--- src/rtl/chan_ctrl_pkg.sv ---
// Constants for the channel enable and loopback block
package chan_ctrl_pkg;
  localparam int ADDR_W = 3;
  localparam int DATA_W = 16;
  localparam int Q_DEPTH = 4;
  ////////////////////////////////////////////////////////////////////////
  // Register offsets
  localparam logic [ADDR_W-1:0] OFF_CTRL = 3'h0;
  localparam logic [ADDR_W-1:0] OFF_STAT = 3'h1;
  localparam logic [ADDR_W-1:0] OFF_TXDATA = 3'h2;
  localparam logic [ADDR_W-1:0] OFF_RXDATA = 3'h3;
  localparam logic [ADDR_W-1:0] OFF_BUF = 3'h4;
  localparam logic [ADDR_W-1:0] OFF_PTRS = 3'h5;
  ////////////////////////////////////////////////////////////////////////
  // Field positions
  localparam int CTRL_EN_BIT = 0;
  localparam int CTRL_LOOP_BIT = 1;
  localparam int STICKY_W = 3;
  localparam int ST_DONE = 0;
  localparam int ST_TXOVF = 1;
  localparam int ST_RXOVR = 2;
  localparam int ST_BUSY = 3;
  localparam int ST_TXEMPTY = 4;
  localparam int ST_RXEMPTY = 5;
  ////////////////////////////////////////////////////////////////////////
  // Reset and idle values
  localparam logic EN_RST = 1'h0;
  localparam logic LOOP_RST = 1'h0;
  localparam logic IDLE_LEVEL = 1'h1;
endpackage : chan_ctrl_pkg

--- src/rtl/word_queue.sv ---
// Small word queue with visible read and write pointers
`timescale 1ns/10ps
module word_queue #(
  parameter int W = 16,
  parameter int DEPTH = 4
) (
  input wire logic mclk_i,
  input wire logic arst_n_i,
  input wire logic ce_i,
  input wire logic clear_i,
  input wire logic push_i,
  input wire logic [W-1:0] push_data_i,
  input wire logic pop_i,
  output logic [W-1:0] data_o,
  output logic empty_o,
  output logic full_o,
  output logic [$clog2(DEPTH)-1:0] wp_o,
  output logic [$clog2(DEPTH)-1:0] rp_o
);
  localparam int PW = $clog2(DEPTH);
  typedef struct packed {
    logic [DEPTH-1:0][W-1:0] mem;
    logic [PW-1:0] wp;
    logic [PW-1:0] rp;
    logic [PW:0] cnt;
  } q_s;
  q_s st;
  q_s next_st;
  logic do_push;
  logic do_pop;

  ////////////////////////////////////////////////////////////////////////
  always_comb begin
    next_st = st;
    do_push = push_i && !full_o;
    do_pop = pop_i && !empty_o;
    if (clear_i) begin
      next_st = '0;
    end else begin
      if (do_push) begin
        next_st.mem[st.wp] = push_data_i;
        next_st.wp = st.wp + PW'(1);
      end
      if (do_pop) begin
        next_st.rp = st.rp + PW'(1);
      end
      next_st.cnt = st.cnt + (PW+1)'(do_push) - (PW+1)'(do_pop);
    end
  end

  always_ff @(posedge mclk_i or negedge arst_n_i) begin
    if (!arst_n_i) begin
      st <= '0;
    end else if (ce_i) begin
      st <= next_st;
    end
  end

  assign data_o = st.mem[st.rp];
  assign empty_o = (st.cnt == '0);
  assign full_o = (st.cnt == (PW+1)'(DEPTH));
  assign wp_o = st.wp;
  assign rp_o = st.rp;
endmodule : word_queue

--- src/rtl/bus_channel_enable_loopback.sv ---
// One bus channel with enable, disable flush and internal loopback
// Notes on behaviour
// - Disabled channel tri-states its bus drivers.
// - Disable clears buffer, status, queue pointers.
// - Disable stops any running frame at once.
// - Loop mode feeds transmitter into receiver internally.
// - Loop mode cuts external bus off completely.
// - Loop entry clears enable, buffer, status, queues.
// - Loop exit restores reset values and queues.
// - Queues advance in loop as normally.
// - Reset clears enable, tri-stating the bus.
//
// The implementer's own choices: the plain strobed port and the placing of the registers.
`timescale 1ns/10ps
module bus_channel_enable_loopback #(
  parameter int W = chan_ctrl_pkg::DATA_W,
  parameter int DEPTH = chan_ctrl_pkg::Q_DEPTH
) (
  input wire logic mclk_i,
  input wire logic arst_n_i,
  input wire logic ce_i,
  input wire logic [chan_ctrl_pkg::ADDR_W-1:0] addr_i,
  input wire logic [W-1:0] wdata_i,
  input wire logic wr_i,
  input wire logic rd_i,
  output logic [W-1:0] rdata_o,
  input wire logic bus_rx_i,
  output logic bus_tx_o,
  output logic bus_oe_o
);
  localparam int CW = $clog2(W);
  localparam int PW = $clog2(DEPTH);
  typedef enum logic {IDLE, SHIFT} fsm_e;
  typedef struct packed {
    logic en;
    logic loop;
    logic [chan_ctrl_pkg::STICKY_W-1:0] sticky;
    logic [W-1:0] buffer;
    fsm_e fsm;
    logic [CW-1:0] cnt;
    logic [W-1:0] txsh;
    logic [W-1:0] rxsh;
    logic line_bit;
    logic pin_tx;
    logic pin_oe;
    logic [W-1:0] rdata;
  } chan_s;
  chan_s st;
  chan_s next_st;
  logic flush;
  logic tx_push;
  logic tx_pop;
  logic rx_push;
  logic rx_pop;
  logic rx_in;
  logic [W-1:0] rx_word;
  logic [W-1:0] tx_head;
  logic [W-1:0] rx_head;
  logic tx_empty;
  logic tx_full;
  logic rx_empty;
  logic rx_full;
  logic [PW-1:0] tx_wp;
  logic [PW-1:0] tx_rp;
  logic [PW-1:0] rx_wp;
  logic [PW-1:0] rx_rp;
  logic ctrl_wr;
  logic [chan_ctrl_pkg::STICKY_W-1:0] set_ev;
  logic [chan_ctrl_pkg::STICKY_W-1:0] clr_ev;

  // Sticky flag update, set beats clear
  function automatic logic [chan_ctrl_pkg::STICKY_W-1:0] sticky_upd(
    input logic [chan_ctrl_pkg::STICKY_W-1:0] old,
    input logic [chan_ctrl_pkg::STICKY_W-1:0] set,
    input logic [chan_ctrl_pkg::STICKY_W-1:0] clr
  );
    sticky_upd = (old & ~clr) | set;
  endfunction : sticky_upd

  ////////////////////////////////////////////////////////////////////////
  // Queues
  word_queue #(.W(W), .DEPTH(DEPTH)) u_txq (
    .mclk_i(mclk_i), .arst_n_i(arst_n_i), .ce_i(ce_i),
    .clear_i(flush), .push_i(tx_push), .push_data_i(wdata_i),
    .pop_i(tx_pop), .data_o(tx_head), .empty_o(tx_empty),
    .full_o(tx_full), .wp_o(tx_wp), .rp_o(tx_rp)
  );
  word_queue #(.W(W), .DEPTH(DEPTH)) u_rxq (
    .mclk_i(mclk_i), .arst_n_i(arst_n_i), .ce_i(ce_i),
    .clear_i(flush), .push_i(rx_push), .push_data_i(rx_word),
    .pop_i(rx_pop), .data_o(rx_head), .empty_o(rx_empty),
    .full_o(rx_full), .wp_o(rx_wp), .rp_o(rx_rp)
  );

  ////////////////////////////////////////////////////////////////////////
  // Control and frame engine
  always_comb begin
    next_st = st;
    ctrl_wr = wr_i && (addr_i == chan_ctrl_pkg::OFF_CTRL);
    flush = 1'h0;
    if (ctrl_wr) begin
      if (wdata_i[chan_ctrl_pkg::CTRL_LOOP_BIT] != st.loop) begin
        next_st.en = 1'h0;
        next_st.loop = wdata_i[chan_ctrl_pkg::CTRL_LOOP_BIT];
        flush = 1'h1;
      end else if (!st.loop) begin
        next_st.en = wdata_i[chan_ctrl_pkg::CTRL_EN_BIT];
        flush = st.en && !wdata_i[chan_ctrl_pkg::CTRL_EN_BIT];
      end
    end
    // In loop mode the transmit line_bit, not bus_rx_i, feeds the receiver
    rx_in = st.loop ? st.line_bit : bus_rx_i;
    rx_word = {st.rxsh[W-2:0], rx_in};
    tx_push = wr_i && (addr_i == chan_ctrl_pkg::OFF_TXDATA) && !flush;
    rx_pop = rd_i && (addr_i == chan_ctrl_pkg::OFF_RXDATA) && !flush;
    tx_pop = (st.fsm == IDLE) && (st.en || st.loop) && !tx_empty
      && !flush;
    rx_push = 1'h0;
    set_ev = '0;
    set_ev[chan_ctrl_pkg::ST_TXOVF] = tx_push && tx_full;
    case (st.fsm)
      IDLE: begin
        next_st.line_bit = chan_ctrl_pkg::IDLE_LEVEL;
        if (tx_pop) begin
          next_st.fsm = SHIFT;
          next_st.cnt = '0;
          next_st.line_bit = tx_head[W-1];
          next_st.txsh = {tx_head[W-2:0], 1'h0};
        end
      end
      SHIFT: begin
        next_st.rxsh = rx_word;
        next_st.line_bit = st.txsh[W-1];
        next_st.txsh = {st.txsh[W-2:0], 1'h0};
        next_st.cnt = st.cnt + CW'(1);
        if (st.cnt == CW'(W - 1)) begin
          next_st.fsm = IDLE;
          next_st.line_bit = chan_ctrl_pkg::IDLE_LEVEL;
          next_st.buffer = rx_word;
          rx_push = !flush && !rx_full;
          set_ev[chan_ctrl_pkg::ST_DONE] = 1'h1;
          set_ev[chan_ctrl_pkg::ST_RXOVR] = rx_full;
        end
      end
      default: begin
        next_st.fsm = IDLE;
      end
    endcase
    clr_ev = '0;
    if (wr_i && (addr_i == chan_ctrl_pkg::OFF_STAT)) begin
      clr_ev = wdata_i[chan_ctrl_pkg::STICKY_W-1:0];
    end
    next_st.sticky = sticky_upd(st.sticky, set_ev, clr_ev);
    if (flush) begin
      next_st.sticky = '0;
      next_st.buffer = '0;
      next_st.fsm = IDLE;
      next_st.cnt = '0;
      next_st.txsh = '0;
      next_st.rxsh = '0;
      next_st.line_bit = chan_ctrl_pkg::IDLE_LEVEL;
    end
    next_st.pin_oe = next_st.en && !next_st.loop;
    next_st.pin_tx = next_st.pin_oe && next_st.line_bit;
    next_st.rdata = '0;
    if (rd_i) begin
      case (addr_i)
        chan_ctrl_pkg::OFF_CTRL: begin
          next_st.rdata[chan_ctrl_pkg::CTRL_EN_BIT] = st.en;
          next_st.rdata[chan_ctrl_pkg::CTRL_LOOP_BIT] = st.loop;
        end
        chan_ctrl_pkg::OFF_STAT: begin
          next_st.rdata[chan_ctrl_pkg::STICKY_W-1:0] = st.sticky;
          next_st.rdata[chan_ctrl_pkg::ST_BUSY] = (st.fsm == SHIFT);
          next_st.rdata[chan_ctrl_pkg::ST_TXEMPTY] = tx_empty;
          next_st.rdata[chan_ctrl_pkg::ST_RXEMPTY] = rx_empty;
        end
        chan_ctrl_pkg::OFF_RXDATA: begin
          next_st.rdata = rx_empty ? '0 : rx_head;
        end
        chan_ctrl_pkg::OFF_BUF: begin
          next_st.rdata = st.buffer;
        end
        chan_ctrl_pkg::OFF_PTRS: begin
          next_st.rdata = W'({rx_wp, rx_rp, tx_wp, tx_rp});
        end
        default: begin
          next_st.rdata = '0;
        end
      endcase
    end
  end

  always_ff @(posedge mclk_i or negedge arst_n_i) begin
    if (!arst_n_i) begin
      st <= '0;
      st.en <= chan_ctrl_pkg::EN_RST;
      st.loop <= chan_ctrl_pkg::LOOP_RST;
      st.line_bit <= chan_ctrl_pkg::IDLE_LEVEL;
    end else if (ce_i) begin
      st <= next_st;
    end
  end

  assign rdata_o = st.rdata;
  assign bus_tx_o = st.pin_tx;
  assign bus_oe_o = st.pin_oe;
endmodule : bus_channel_enable_loopback

--- config.mk ---
export PLATFORM = sky130hd
export DESIGN_NAME = bus_channel_enable_loopback
export DESIGN_NICKNAME = d
export VERILOG_FILES = /design/src/rtl/chan_ctrl_pkg.sv /design/src/rtl/word_queue.sv /design/src/rtl/bus_channel_enable_loopback.sv
export SDC_FILE = /design/constraint.sdc
export NUM_CORES = 1
export LEC_CHECK = 0
export BUFFER_PORTS_ARGS = -buffer_cell sky130_fd_sc_hd__buf_2
export CAP_MARGIN = 5
export CORE_MARGIN = 3
export CORE_UTILIZATION = 45
export DETAILED_ROUTE_END_ITERATION = 16
export HOLD_SLACK_MARGIN = 0.1
export PLACE_DENSITY = 0.61
export SYNTH_ARGS = -nofsm -noshare
export SYNTH_HDL_FRONTEND = slang
export SYNTH_SLANG_ARGS = --single-unit
--- constraint.sdc ---
create_clock -name mclk_i -period 2.8 [get_ports mclk_i]
set_clock_uncertainty 0.15 [all_clocks]
set_input_delay 0.14 -clock mclk_i [delete_from_list [all_inputs] [get_ports mclk_i]]
set_output_delay 0.14 -clock mclk_i [all_outputs]
set_load 0.1 [all_outputs]
==> results.yml <==
drt:
  wl_met3_um: 1230
  first_iter_violations: 607
  vias: 7150
  wl_met2_um: 11400
  wl_met1_um: 12700
  firstDrtPassIters: 4
  drc: 0
  wirelength_um: 25900
  ant_nets: 0
  avgRoutedWirePerCell_um: 21.4
  drt-vias-per-instance: 5.91
  highest_layer: "met4"
final_layout:
  syn_to_final_growth_pct: 17.2
  diodes: 0
  layout-drive-gt1-share_pct: 21.5
  fin_nets: 947
placed_design:
  hpwl_um: 16000
  gp_congestion: 0.783
  io_buffers: 42
timing:
  fin_setup_tns_ns: 0
  whs_ns: 0.0967
  tightest_slew_ns: 1.13
  slew_headroom_pct: 24.3
  min_period_ns: 2.64
  drv_slew: 0
  fmax_mhz: 379
  period_share_pct: 94.2
  hold_viol_final: 0
  setup-violations-final: 0
clocking:
  htree_num_levels: 1
  cts_max_path_buffers: 3
  cts_sinks: 217
  clkLatencyLatePin_ns: 0.51
  postCtsSetupBuffers: 0
  cts_tree: "yes"
  cts_buffers: 25
  path_clk_slew_ns: 0.06
  cts-root-buf: "clkbuf_16"
floorplan:
  dieArea_um2: 25000
  rows: 55
  start_util_pct: 45.9
  io_pins: 43
  die_y_um: 158
  coreArea_um2: 22700
  die_w_um: 158
global_routing:
  grt_overflow: 0
  grt_pass1_vias: 7305
  grt_pass1_wl_um: 42100
  grt_max_degree: 69
  grtUsageTotal_pct: 21.4
  antenna_found_initial: 0
setup_path:
  start_kind: "flip-flop"
  crit_top_cell: "ha_1"
  crit_fanout: 4
  slowest_delay_ns: 0.44
  arrival_ns: 2.92
  worstSetupEndpointType: "flip-flop"
  path_cells: "or3_1 -> and3_1 -> ha_1 -> inv_1 -> ha_1 -> fa_1 -> xor2_2 -> nor3b_2 -> a21oi_1 -> o22ai_1"
  worst-setup-path-type: "reg2reg"
  crit_buf_inv: 1
  cp_top_family: "adder cells"
  crit_required_ns: 3.08
  crit_path_top_delay_cell: "dfrtp_2"
synth:
  netlist_area_um2: 10400
  synth.avg_cell_area_um2: 12.3
  synthCells: 851
  synth.area.top_cells: "dfrtp_1 52%, mux4_2 7.3%, a22o_1 6.9%"
  syn_nets: 891
  ys_types: 61
  synth_common_cells: "216 x dfrtp_1, 82 x a22o_1, 74 x nand2_1"
  yosys_warnings: 0
  synth_top_area_cell: "dfrtp_1"
  ys_ff_latch: 217
  synth.most_common_cell: "dfrtp_1"
  synth-edff-count: 0
  ys_async_sr_fraction_pct: 100
  ys.flop_type: "dfrtp_1"
  ys_seq_area_share_pct: 52.1
  synth_top_cell_area_share_pct: 51.8
power:
  powerDensity_nw_per_um2: 908
  leakagePower_nw: 5.95
  ir_drop_mv: 0.530
run:
  cap_violations: 0
worst_hold_path:
  hold_path.class: "in2async"
status:
  status: "complete, no violations"
-- power breakdown --
group	internal, W	switching [W]
sequential	0.00391	0.000611
combinational	0.00134	0.00145
clock	0.00247	0.00131
-- routing by layer --
layer / vias up / GRT usage, %
li1: 3232 / -
met1: 3703 / 33.0
met2: 175 / 31.8
met3: 40 / 3.06
met4: 0 / 5.69
met5: - / 0
-- worst reg2reg max path: cells and delay by family (launching register included) --
family          cells  cell delay (ns)
compound gates      2             0.16
xor+xnor            1             0.17
fa+ha+maj           3             0.90
buf+inv             1             0.04
flops               1             0.44
simple gates        3             0.70
-- cell type report --
cell class	count	area (µm²)
flip-flops and latches	217	5430
well taps	285	357
clock inverters	15	285
inverters	52	195
clock buffers	29	681
multi-input cells	503	4410
repair buffers	108	863
fillers	1899	10500
-- cells by family (layout without fill, tap and decap cells) --
| group | count (synthesis) | count (layout) | share of synthesized area, % |
|---|---|---|---|
| AO/OA/AOI/OAI | 180 | 180 | 13.8 |
| XOR/XNOR | 3 | 3 | 0.252 |
| adder cells (fa/ha/maj) | 15 | 15 | 1.94 |
| flip-flops | 217 | 217 | 52.1 |
| multiplexers | 126 | 126 | 16.5 |
| AND/OR/NAND/NOR | 179 | 179 | 9.47 |
| buffers and inverters | 131 | 204 | 6.05 |
-- sequential cells by signal (all words and copies together), names as in the netlist --
register	count
u_rxq.st	67
u_txq.st	67
st	42
rdata_o	16
rx_word	15
u_rxq.rp_o	2
u_rxq.wp_o	2
u_txq.rp_o	2
u_txq.wp_o	2
bus_oe_o	1
bus_tx_o	1
-- per-stage QoR --
step / power [W] / std cells / area [µm²] / setup WS, ns / utilization [%]
after detailed placement: 0.00729 / 1138 / 11000 / 0.174 / 48.2
after global routing: 0.0117 / 1209 / 12200 / -0.00852 / 53.8
after global placement: 0.00722 / 1138 / 11000 / 0.176 / 48.2
after CTS: 0.0111 / 1209 / 12200 / 0.165 / 53.8
after floorplan: 0.00645 / 851 / 10500 / 0.0344 / -
final: 0.0111 / 1209 / 12200 / 0.161 / 53.8
-- final timing paths --
path / start / endpoint / slack, ns / depth (start not counted)
min: arst_n_i / rdata_o[11] / 0.1 / 3
min in group mclk_i: addr_i[0] / u_rxq.rp_o[1] / 0.13 / 5
max reg2reg: u_rxq.st[1] / u_rxq.st[2] / 0.16 / 10
max in group asynchronous: arst_n_i / st[18] / 2.03 / 3
min reg2reg: u_txq.st[28] / u_txq.st[28] / 0.34 / 1
max: u_rxq.st[1] / u_rxq.st[2] / 0.16 / 10
-- layout by cell type (no fill, tap or decap), types with 3 or more instances in the layout --
cell and count:
dfrtp_1 215, a22oi_1 10, mux2_1 3, mux4_2 34, o21ai_0 17, dlygate4sd3_1 26, nand4_1 6, nor3_1 17
inv_1 51, nor2b_1 10, nand3_1 9, mux2i_1 69, o22ai_1 19, clkbuf_16 25, buf_2 41, nand4_4 4
clkbuf_8 4, nand3b_1 3, o21ai_1 4, a21oi_1 8, a22o_1 82, clkinv_2 4, nor3b_1 18, mux2_2 20
bufinv_16 8, nand2_1 74, and3_1 12, buf_4 34, buf_12 5, a221o_1 16, nor2_1 12, ha_1 12
-- repair_timing --
item	in CTS	in global routing
setup endpoints to repair	0	1
hold buffers	27	0
endpoints found under the hold margin	312	0
resized for setup	0	3
(Power assumes the default switching activity.)
